--- config.mk ---
export PLATFORM = sky130hd
export DESIGN_NAME = adc_conv_ctl
export DESIGN_NICKNAME = d
export VERILOG_FILES = /design/src/adc_ctl_pkg.sv /design/src/adc_conv_ctl.sv /design/src/reading_mem.sv
export SDC_FILE = /design/constraint.sdc
export NUM_CORES = 1
export LEC_CHECK = 0
export BUFFER_PORTS_ARGS = -buffer_cell sky130_fd_sc_hd__buf_4
export CORE_AREA = 2 2 196 198
export CTS_BUF_LIST = sky130_fd_sc_hd__clkbuf_16
export DETAILED_ROUTE_END_ITERATION = 8
export DIE_AREA = 0 0 198 200
export PLACE_DENSITY = 0.76
export SLEW_MARGIN = 25
export SYNTH_ARGS = -nofsm -noshare
export SYNTH_HDL_FRONTEND = slang
export SYNTH_HIERARCHICAL = 1
export SYNTH_SLANG_ARGS = --single-unit
--- constraint.sdc ---
create_clock -name clk_sys -period 7.1 [get_ports clk_sys]
set_input_delay 1.42 -clock clk_sys [delete_from_list [all_inputs] [get_ports clk_sys]]
set_output_delay 1.42 -clock clk_sys [all_outputs]
set_load 0.02 [all_outputs]
--- src/adc_ctl_pkg.sv ---
// Constants, register map and state encoding of the conversion controller
package adc_ctl_pkg;
   // System clock rate
   localparam int unsigned CLK_HZ = 125_000_000;
   // Integration time is 1/30 s (line select high) or 1/25 s (line select low)
   localparam int unsigned INT60_DIV = 30;
   localparam int unsigned INT50_DIV = 25;
   localparam int unsigned INT60_CYC = CLK_HZ / INT60_DIV;
   localparam int unsigned INT50_CYC = CLK_HZ / INT50_DIV;
   // Measurement cycles per conversion
   localparam int unsigned MEAS_CYCLES = 10;
   // Vernier reference integration, milliseconds
   localparam int unsigned VERNIER_MS = 6;
   localparam int unsigned VERN_CYC = (CLK_HZ / 1000) * VERNIER_MS;
   // Integrator reset and auto-zero, milliseconds
   localparam int unsigned AUTOZERO_MS = 10;
   localparam int unsigned AZ_CYC = (CLK_HZ / 1000) * AUTOZERO_MS;
   // Widths
   localparam int unsigned AXI_AW = 8;
   localparam int unsigned CNT_W = 23;
   localparam int unsigned READ_W = 16;
   localparam int unsigned RES_W = 24;
   localparam int unsigned EVT_W = 3;
   // Register byte offsets
   localparam logic [AXI_AW-1:0] OFF_CTRL = 8'h00;
   localparam logic [AXI_AW-1:0] OFF_STATUS = 8'h04;
   localparam logic [AXI_AW-1:0] OFF_RESULT = 8'h08;
   localparam logic [AXI_AW-1:0] OFF_OFFSET = 8'h0C;
   localparam logic [AXI_AW-1:0] OFF_GAIN = 8'h10;
   localparam logic [AXI_AW-1:0] OFF_INT_STATUS = 8'h14;
   localparam logic [AXI_AW-1:0] OFF_INT_CLEAR = 8'h18;
   localparam logic [AXI_AW-1:0] OFF_INT_ENABLE = 8'h1C;
   // Control register bits (write-one pulses)
   localparam int unsigned CTRL_DEF_BIT = 0;
   localparam int unsigned CTRL_MOD_BIT = 1;
   // Status register bits
   localparam int unsigned ST_BUSY_BIT = 0;
   localparam int unsigned ST_CONV_BIT = 1;
   localparam int unsigned ST_AVAIL_BIT = 2;
   localparam int unsigned ST_LINE_BIT = 3;
   localparam int unsigned ST_EXT_BIT = 4;
   // Interrupt event bits
   localparam int unsigned EV_DONE_BIT = 0;
   localparam int unsigned EV_AZ_BIT = 1;
   localparam int unsigned EV_REFUSE_BIT = 2;
   // Reset values
   localparam logic [7:0] DEF_GAIN = 8'h80;
   localparam logic [15:0] DEF_OFFSET = 16'h0000;
   localparam logic PIN_IDLE_RST = 1'b1;
   // Bus responses
   localparam logic [1:0] RESP_OKAY = 2'h0;
   localparam logic [1:0] RESP_SLVERR = 2'h2;
   // Sequencer states
   typedef enum logic [2:0] {S_IDLE, S_MEAS, S_VERN, S_SUM, S_LATCH, S_AZ} state_e;
endpackage : adc_ctl_pkg

--- src/adc_conv_ctl.sv ---
// Conversion sequencer, trigger handling and AXI4-Lite registers of the integrating converter
//
// Chosen here: the address map and the AXI4-Lite slave port.
`timescale 1ns/1ps
module adc_conv_ctl
   import adc_ctl_pkg::*;
#(
   parameter int unsigned P_INT60_CYC = adc_ctl_pkg::INT60_CYC,
   parameter int unsigned P_INT50_CYC = adc_ctl_pkg::INT50_CYC,
   parameter int unsigned P_VERN_CYC = adc_ctl_pkg::VERN_CYC,
   parameter int unsigned P_AZ_CYC = adc_ctl_pkg::AZ_CYC
) (
   // Clock and reset
   input wire logic clk_sys,
   input wire logic sys_rst,
   // AXI4-Lite write channels
   input wire logic [adc_ctl_pkg::AXI_AW-1:0] awaddr,
   input wire logic [2:0] awprot,
   input wire logic awvalid,
   output logic awready,
   input wire logic [31:0] wdata,
   input wire logic [3:0] wstrb,
   input wire logic wvalid,
   output logic wready,
   output logic [1:0] bresp,
   output logic bvalid,
   input wire logic bready,
   // AXI4-Lite read channels
   input wire logic [adc_ctl_pkg::AXI_AW-1:0] araddr,
   input wire logic [2:0] arprot,
   input wire logic arvalid,
   output logic arready,
   output logic [31:0] rdata,
   output logic [1:0] rresp,
   output logic rvalid,
   input wire logic rready,
   // Control pins
   input wire logic external_convert_trigger,
   input wire logic line_frequency_select,
   output logic busy_out_n,
   output logic result_valid_output,
   output logic irq,
   // Integrator front end
   input wire logic [adc_ctl_pkg::READ_W-1:0] deint_count,
   input wire logic [adc_ctl_pkg::READ_W-1:0] vernier_count,
   output logic integrate_en,
   output logic vernier_en,
   output logic autozero_en,
   output logic [7:0] gain_trim
);
   import adc_ctl_pkg::*;

   // Length of one of the ten measurement cycles per line setting
   localparam logic [CNT_W-1:0] MEAS60_LEN = CNT_W'(P_INT60_CYC / MEAS_CYCLES);
   localparam logic [CNT_W-1:0] MEAS50_LEN = CNT_W'(P_INT50_CYC / MEAS_CYCLES);
   localparam logic [CNT_W-1:0] VERN_LEN = CNT_W'(P_VERN_CYC);
   localparam logic [CNT_W-1:0] AZ_LEN = CNT_W'(P_AZ_CYC);
   localparam logic [3:0] LAST_PHASE = 4'(MEAS_CYCLES - 1);
   localparam logic [3:0] SUM_END = 4'(MEAS_CYCLES);

   // Whole controller state
   typedef struct packed {
      state_e state;
      logic [CNT_W-1:0] cnt;       // Phase timer
      logic [3:0] phase;           // Measurement cycle index
      logic [3:0] sidx;            // Summation index
      logic [RES_W-1:0] acc;       // Running sum
      logic [RES_W-1:0] result;    // Output latch
      logic ext;                   // Running conversion came from the pin
      logic mod;                   // Running conversion uses altered values
      logic line;                  // Line setting frozen at start
      logic busy;                  // Status busy bit
      logic avail;                 // New data available
      logic [15:0] offset;         // Altered offset
      logic [7:0] gain;            // Altered gain
      logic [7:0] gain_trim;
      logic [EVT_W-1:0] ist;
      logic [EVT_W-1:0] ien;
      logic irq;
      logic busy_n;
      logic rdy_out;
      logic int_en;
      logic vern_en;
      logic az_en;
      logic trig_s1;
      logic trig_s2;
      logic trig_prev;
      logic line_s1;
      logic line_s2;
      logic awrdy;
      logic wrdy;
      logic aw_have;
      logic w_have;
      logic bvalid;
      logic [1:0] bresp;
      logic [AXI_AW-1:0] waddr;
      logic [31:0] wdata;
      logic [3:0] wstrb;
      logic arrdy;
      logic rvalid;
      logic [1:0] rresp;
      logic [31:0] rdata;
   } ctl_s;
   ctl_s q;
   ctl_s d;

   // Memory hookup
   logic mem_we;
   logic [READ_W-1:0] mem_rdata;
   logic trig_fall;
   logic [CNT_W-1:0] meas_len;

   reading_mem #(.W(READ_W), .DEPTH(16), .AW(4)) u_mem (
      .clk_sys(clk_sys),
      .sys_rst(sys_rst),
      .we(mem_we),
      .waddr(q.phase),
      .wdata(deint_count),
      .raddr(q.sidx),
      .rdata(mem_rdata)
   );

   // Edge taken from the second and third stage only
   assign trig_fall = q.trig_prev & ~q.trig_s2;
   // Period per measurement cycle follows the frozen line setting
   assign meas_len = q.line ? MEAS60_LEN : MEAS50_LEN;
   assign mem_we = (q.state == S_MEAS) && (q.cnt == meas_len - 1'b1);

   // Next-state logic: bus slave, sequencer, interrupts
   always_comb
   begin
      logic cmd_def;
      logic cmd_mod;
      logic rd_result;
      logic [EVT_W-1:0] evt;
      logic [EVT_W-1:0] clr;
      cmd_def = 1'b0;
      cmd_mod = 1'b0;
      rd_result = 1'b0;
      evt = '0;
      clr = '0;
      d = q;
      // Pin synchronisers
      d.trig_s1 = external_convert_trigger;
      d.trig_s2 = q.trig_s1;
      d.trig_prev = q.trig_s2;
      d.line_s1 = line_frequency_select;
      d.line_s2 = q.line_s1;
      // Write address and data accepted in either order
      if (awvalid && q.awrdy)
      begin
         d.awrdy = 1'b0;
         d.aw_have = 1'b1;
         d.waddr = awaddr;
      end
      if (wvalid && q.wrdy)
      begin
         d.wrdy = 1'b0;
         d.w_have = 1'b1;
         d.wdata = wdata;
         d.wstrb = wstrb;
      end
      // Perform the write once both halves are held
      if (q.aw_have && q.w_have && !q.bvalid)
      begin
         d.aw_have = 1'b0;
         d.w_have = 1'b0;
         d.bvalid = 1'b1;
         d.bresp = RESP_OKAY;
         unique case ({q.waddr[AXI_AW-1:2], 2'b00})
            OFF_CTRL:
            begin
               cmd_def = q.wstrb[0] & q.wdata[CTRL_DEF_BIT];
               cmd_mod = q.wstrb[0] & q.wdata[CTRL_MOD_BIT];
            end
            OFF_OFFSET:
            begin
               if (q.wstrb[0]) d.offset[7:0] = q.wdata[7:0];
               if (q.wstrb[1]) d.offset[15:8] = q.wdata[15:8];
            end
            OFF_GAIN: if (q.wstrb[0]) d.gain = q.wdata[7:0];
            OFF_INT_CLEAR: if (q.wstrb[0]) clr = q.wdata[EVT_W-1:0];
            OFF_INT_ENABLE: if (q.wstrb[0]) d.ien = q.wdata[EVT_W-1:0];
            // Read-only registers ignore writes but answer OKAY
            OFF_STATUS, OFF_RESULT, OFF_INT_STATUS: d.bresp = RESP_OKAY;
            default: d.bresp = RESP_SLVERR;
         endcase
      end
      if (q.bvalid && bready)
      begin
         d.bvalid = 1'b0;
         d.awrdy = 1'b1;
         d.wrdy = 1'b1;
      end
      // Read: data registered, answered the cycle after the address
      if (arvalid && q.arrdy)
      begin
         d.arrdy = 1'b0;
         d.rvalid = 1'b1;
         d.rresp = RESP_OKAY;
         d.rdata = '0;
         unique case ({araddr[AXI_AW-1:2], 2'b00})
            OFF_STATUS:
            begin
               d.rdata[ST_BUSY_BIT] = q.busy;
               d.rdata[ST_CONV_BIT] = (q.state != S_IDLE);
               d.rdata[ST_AVAIL_BIT] = q.avail;
               d.rdata[ST_LINE_BIT] = q.line_s2;
               d.rdata[ST_EXT_BIT] = q.ext;
            end
            OFF_RESULT:
            begin
               d.rdata[RES_W-1:0] = q.result;
               rd_result = 1'b1;
            end
            OFF_OFFSET: d.rdata[15:0] = q.offset;
            OFF_GAIN: d.rdata[7:0] = q.gain;
            OFF_INT_STATUS: d.rdata[EVT_W-1:0] = q.ist;
            OFF_INT_ENABLE: d.rdata[EVT_W-1:0] = q.ien;
            // Write-only registers read as zero
            OFF_CTRL, OFF_INT_CLEAR: d.rdata = '0;
            default: d.rresp = RESP_SLVERR;
         endcase
      end
      if (q.rvalid && rready)
      begin
         d.rvalid = 1'b0;
         d.arrdy = 1'b1;
      end
      // Reading the result consumes the data-available flag
      if (rd_result)
      begin
         d.avail = 1'b0;
      end
      // Conversion sequencer
      unique case (q.state)
         S_IDLE:
         begin
            if (cmd_def || cmd_mod)
            begin
               d.state = S_MEAS;
               d.busy = 1'b1;
               d.ext = 1'b0;
               d.mod = cmd_mod & ~cmd_def;
            end
            else if (trig_fall)
            begin
               d.state = S_MEAS;
               d.busy = 1'b0;
               d.ext = 1'b1;
               d.mod = 1'b1;
            end
            d.cnt = '0;
            d.phase = '0;
            d.line = q.line_s2;
            // Default conversions run on the stored values, others on the altered ones
            d.gain_trim = (cmd_def || !(cmd_mod || trig_fall)) ? DEF_GAIN : q.gain;
         end
         S_MEAS:
         begin
            d.cnt = q.cnt + 1'b1;
            if (mem_we)
            begin
               d.cnt = '0;
               d.phase = q.phase + 1'b1;
               if (q.phase == LAST_PHASE)
               begin
                  d.state = S_VERN;
               end
            end
         end
         S_VERN:
         begin
            d.cnt = q.cnt + 1'b1;
            if (q.cnt == VERN_LEN - 1'b1)
            begin
               d.cnt = '0;
               d.sidx = '0;
               // Vernier seeds the sum; the offset is folded in here
               d.acc = RES_W'(vernier_count)
                  + RES_W'(signed'(q.mod ? q.offset : DEF_OFFSET));
               d.state = S_SUM;
            end
         end
         S_SUM:
         begin
            // Read data lags the index by one cycle
            if (q.sidx != 4'h0)
            begin
               d.acc = q.acc + RES_W'(mem_rdata);
            end
            if (q.sidx == SUM_END)
            begin
               d.state = S_LATCH;
            end
            else
            begin
               d.sidx = q.sidx + 1'b1;
            end
         end
         S_LATCH:
         begin
            d.result = q.acc;
            d.avail = 1'b1;
            evt[EV_DONE_BIT] = 1'b1;
            d.cnt = '0;
            d.state = S_AZ;
         end
         S_AZ:
         begin
            d.cnt = q.cnt + 1'b1;
            if (q.cnt == AZ_LEN - 1'b1)
            begin
               d.state = S_IDLE;
               d.busy = 1'b0;
               d.ext = 1'b0;
               evt[EV_AZ_BIT] = 1'b1;
            end
         end
      endcase
      // Starts outside idle are dropped and only reported
      if (q.state != S_IDLE && (cmd_def || cmd_mod || trig_fall))
      begin
         evt[EV_REFUSE_BIT] = 1'b1;
      end
      // Set beats a clear arriving in the same cycle
      d.ist = (q.ist & ~clr) | evt;
      d.irq = |(d.ist & d.ien);
      d.busy_n = ~d.busy;
      d.rdy_out = (d.state == S_AZ);
      d.int_en = (d.state == S_MEAS);
      d.vern_en = (d.state == S_VERN);
      d.az_en = (d.state == S_AZ);
   end

   // State register
   always_ff @(posedge clk_sys)
   begin
      if (sys_rst)
      begin
         q <= '0;
         q.state <= S_IDLE;
         q.trig_s1 <= PIN_IDLE_RST;
         q.trig_s2 <= PIN_IDLE_RST;
         q.trig_prev <= PIN_IDLE_RST;
         q.line_s1 <= PIN_IDLE_RST;
         q.line_s2 <= PIN_IDLE_RST;
         q.line <= PIN_IDLE_RST;
         q.busy_n <= 1'b1;
         q.awrdy <= 1'b1;
         q.wrdy <= 1'b1;
         q.arrdy <= 1'b1;
         q.gain <= DEF_GAIN;
         q.gain_trim <= DEF_GAIN;
         q.offset <= DEF_OFFSET;
      end
      else
      begin
         q <= d;
      end
   end

   // Outputs straight from the state register
   assign awready = q.awrdy;
   assign wready = q.wrdy;
   assign bvalid = q.bvalid;
   assign bresp = q.bresp;
   assign arready = q.arrdy;
   assign rvalid = q.rvalid;
   assign rresp = q.rresp;
   assign rdata = q.rdata;
   assign busy_out_n = q.busy_n;
   assign result_valid_output = q.rdy_out;
   assign irq = q.irq;
   assign integrate_en = q.int_en;
   assign vernier_en = q.vern_en;
   assign autozero_en = q.az_en;
   assign gain_trim = q.gain_trim;
endmodule : adc_conv_ctl

--- src/reading_mem.sv ---
// Small store for the individual integrate/de-integrate readings
`timescale 1ns/1ps
module reading_mem #(
   parameter int unsigned W = 16,
   parameter int unsigned DEPTH = 16,
   parameter int unsigned AW = 4
) (
   // Clock and reset
   input wire logic clk_sys,
   input wire logic sys_rst,
   // Write port
   input wire logic we,
   input wire logic [AW-1:0] waddr,
   input wire logic [W-1:0] wdata,
   // Read port, data one cycle after address
   input wire logic [AW-1:0] raddr,
   output logic [W-1:0] rdata
);
   // All storage in one packed state word
   typedef struct packed {
      logic [DEPTH-1:0][W-1:0] mem;
      logic [W-1:0] rdata;
   } mem_s;
   mem_s q;
   mem_s d;

   // Write and registered read
   always_comb
   begin
      d = q;
      if (we)
      begin
         d.mem[waddr] = wdata;
      end
      d.rdata = q.mem[raddr];
   end

   // State register
   always_ff @(posedge clk_sys)
   begin
      if (sys_rst)
      begin
         q <= '0;
      end
      else
      begin
         q <= d;
      end
   end

   assign rdata = q.rdata;
endmodule : reading_mem

==> out/summary.txt <==
Mapped Area - 21,900 sq um
Clock Pin Slew Worst Setup and Hold Paths - 0.06 ns
area grow syn2layout - 8.87%
share of the synthesized area in the top cell type - 42.4%
Post-CTS Resized - 0
family with the most delay on the worst path - simple AND/OR/NAND/NOR gates
Gate Count Post-Synth - 2,655
DR WL/cell - 18.0 um
first-pass GRT wire length - 90.3 mm
routability cong. - 0.900
cell area after layout - 23,800 sq um
Power, Total - 0.00520 W
Initial DRC Count - 1,717
worst ir drop on vdd - 0.201 mV
RSZ-0062 raised after global routing - no
die height - 200 um
status - complete, no violations
fin crit period - 4.20 ns
via count - 18,500
Top FF cell, synth - dfxtp_1
max_cap viols - 0
largest net degree at the start of global routing - 208
Finished Core Util - 63.7%
Non-Filler Instances - 3,147
crit path buf inv count - 1
htree depth - 2
async set-reset flop share out of synthesis - 0%
DIE AREA - 39,600 sq um
Clock Latency Late Sink - 0.59 ns
sequence of cells on the critical path - or3b_2 -> nor4_1 -> nand4_1 -> a211oi_2 -> nand2b_1 -> nor3_4 -> buf_4 -> mux2i_1 -> nor2_1
CTS Sinks - 464
vias per cell - 5.86
initial antenna violation count - 1
Core Area - 37,400 sq um
CP endpoint kind - flip-flop
final setup vio count - 0
Largest stage delay, worst path - 0.79 ns
Post-Route WL - 56.6 mm
# port buffers - 115
worst-path fanout max - 13
Slew HR - 27.4%
EDFF count, synth - 0
Setup Fix Bufs, Post-CTS - 0
Synth Area per Inst - 8.25 sq um
CP Launch Type - flip-flop
drt drc - 0
Ant. Diodes - 0
TritonCTS clock tree - built
sum of net half-perimeters after detailed placement - 37.2 mm
Max clock buf depth - 3
top post-synthesis cells by area - dfxtp_1 (42%), nand2_1 (10%), mux2i_1 (7.6%)
FF+latch count, synth - 464
number of hold buffers added after CTS - 0
Slew Viols, Final - 0
WS Path Type - reg -> reg
Net count, final - 2,738
post-synthesis cell type count - 84
Num CTS Buffers - 48
initial cell density of the core - 58.6%
Post-DP Area - 22,400 sq um
leading area contributor after synthesis - dfxtp_1
Setup TNS - 0 ns
share of layout cells above drive strength 1 - 10.7%
Synth Warn # - 6
CP Data Arrival Time - 4.63 ns
FMAX - 238 MHz
vias in the first global route - 17,500
antenna viol nets, final - 0
critical path required time - 7.54 ns
grt total ovfl - 0
worst slew pin tran - 1.09 ns
LEAKAGE - 8.03 nW
drt first pass iters - 6
die outline width - 198 um
Final Skew - 0.0177 ns
Worst path slowest cell - nor3_4
Final Hold Vio Count - 0
total global-route track usage - 28.4%
I/O pins - 154
placed insts - 3,058
num rows - 71
pwr dens - 218 nW/um^2
fin crit share - 59.1%
sequential-to-total area share from yosys stat - 42.4%
Hold Crit Class - reg -> reg
Root Driver - clkbuf_16
==> sequential cells by signal, indices dropped and copies added, names as in the netlist, 3 cells and up <==
signal,count
rdata,24
u_mem/rdata,16
q,145
d,3
u_mem/q,256
gain_trim,8
==> synth_stat cells, types with 6 or more instances <==
cell type / number
inv_1: 30
buf_2: 31
mux2i_1: 166
a22o_1: 6
nor3_2: 10
dfxtp_1: 464
buf_4: 68
a21oi_1: 319
a311oi_1: 8
or3_1: 16
and2_1: 25
nand2_1: 590
or2_2: 15
buf_1: 18
o211ai_1: 9
nand3_1: 45
a21o_1: 8
nand2b_1: 18
nor2b_1: 11
nor2_1: 213
clkbuf_1: 131
nor4_1: 8
xor2_1: 25
nor3b_1: 7
a221oi_1: 24
a22oi_1: 32
and3_1: 6
mux4_2: 23
o21a_1: 8
nand4_1: 20
o21ai_0: 79
a211oi_1: 17
xnor2_1: 17
ha_1: 39
a31oi_1: 11
nor3_1: 45
==> cell usage in the layout (no fill, tap or decap), types with 39 or more instances in the layout <==
cell,n
a21oi_1,319
buf_4,133
clkbuf_16,49
dfxtp_1,461
ha_1,39
inv_1,43
mux2i_1,166
nand2_1,590
nand3_1,45
nor2_1,211
nor3_1,44
o21ai_0,79
==> worst paths after layout <==
path | depth (start not counted) | end | slack, ns | from
max | 9 | u_mem/q[116] | 2.90 | q[220]
max reg2reg | 9 | u_mem/q[116] | 2.90 | q[220]
min | 1 | q[87] | 0.41 | d[87]
min reg2reg | 1 | q[87] | 0.41 | d[87]
==> power by group <==
group | internal (W) | total [W] | switching (W)
clock network | 0.00132 | 0.00236 | 0.00104
logic | 0.0000653 | 0.000202 | 0.000137
registers | 0.00262 | 0.00264 | 0.0000173
total | 0.00401 | 0.00520 | 0.00119
==> worst register-to-register path, stage by stage, from the launching register on <==
cell	delay, ns
dfxtp_1	0.61
or3b_2	0.54
nor4_1	0.26
nand4_1	0.14
a211oi_2	0.58
nand2b_1	0.51
nor3_4	0.79
buf_4	0.34
mux2i_1	0.23
nor2_1	0.06
==> through the flow <==
step | setup slack, ns | hold slack, ns
after floorplan | 3.68 | 0.389
after global placement | 2.64 | 0.398
after detailed placement | 2.57 | 0.399
after CTS | 2.55 | 0.414
after global routing | 2.64 | 0.432
final | 2.90 | 0.410
==> routing by layer <==
metal  share of wire [%]  GRT usage (%)  vias up  routed length [um]
met3                 6.7           4.52      144                3810
met4                 4.6           13.6        2                2590
met1                  42           35.6     8651               23600
li1                    -              -     8966                   -
met5               0.023              0        -                  13
met2                  47           48.1      690               26600
==> layout make-up <==
class	instances	area, sq um
fill	3100	13600
inverter	31	116
tap	511	639
clock buffer	49	1230
clock inverter	39	231
timing repair buffer	139	1080
multi-input combinational	1914	11300
sequential	464	9300
==> cells by family after synthesis <==
| family | Yosys count | synth area share [%] |
|---|---|---|
| compound gates | 568 | 15.4 |
| other cells | 1 | 0.0171 |
| buf+inv | 286 | 6.52 |
| flops | 464 | 42.4 |
| simple gates | 1063 | 21.6 |
| fa+ha+maj | 41 | 2.41 |
| mux | 190 | 10.0 |
| xor+xnor | 42 | 1.68 |
Power figures use the tool's default switching activity.
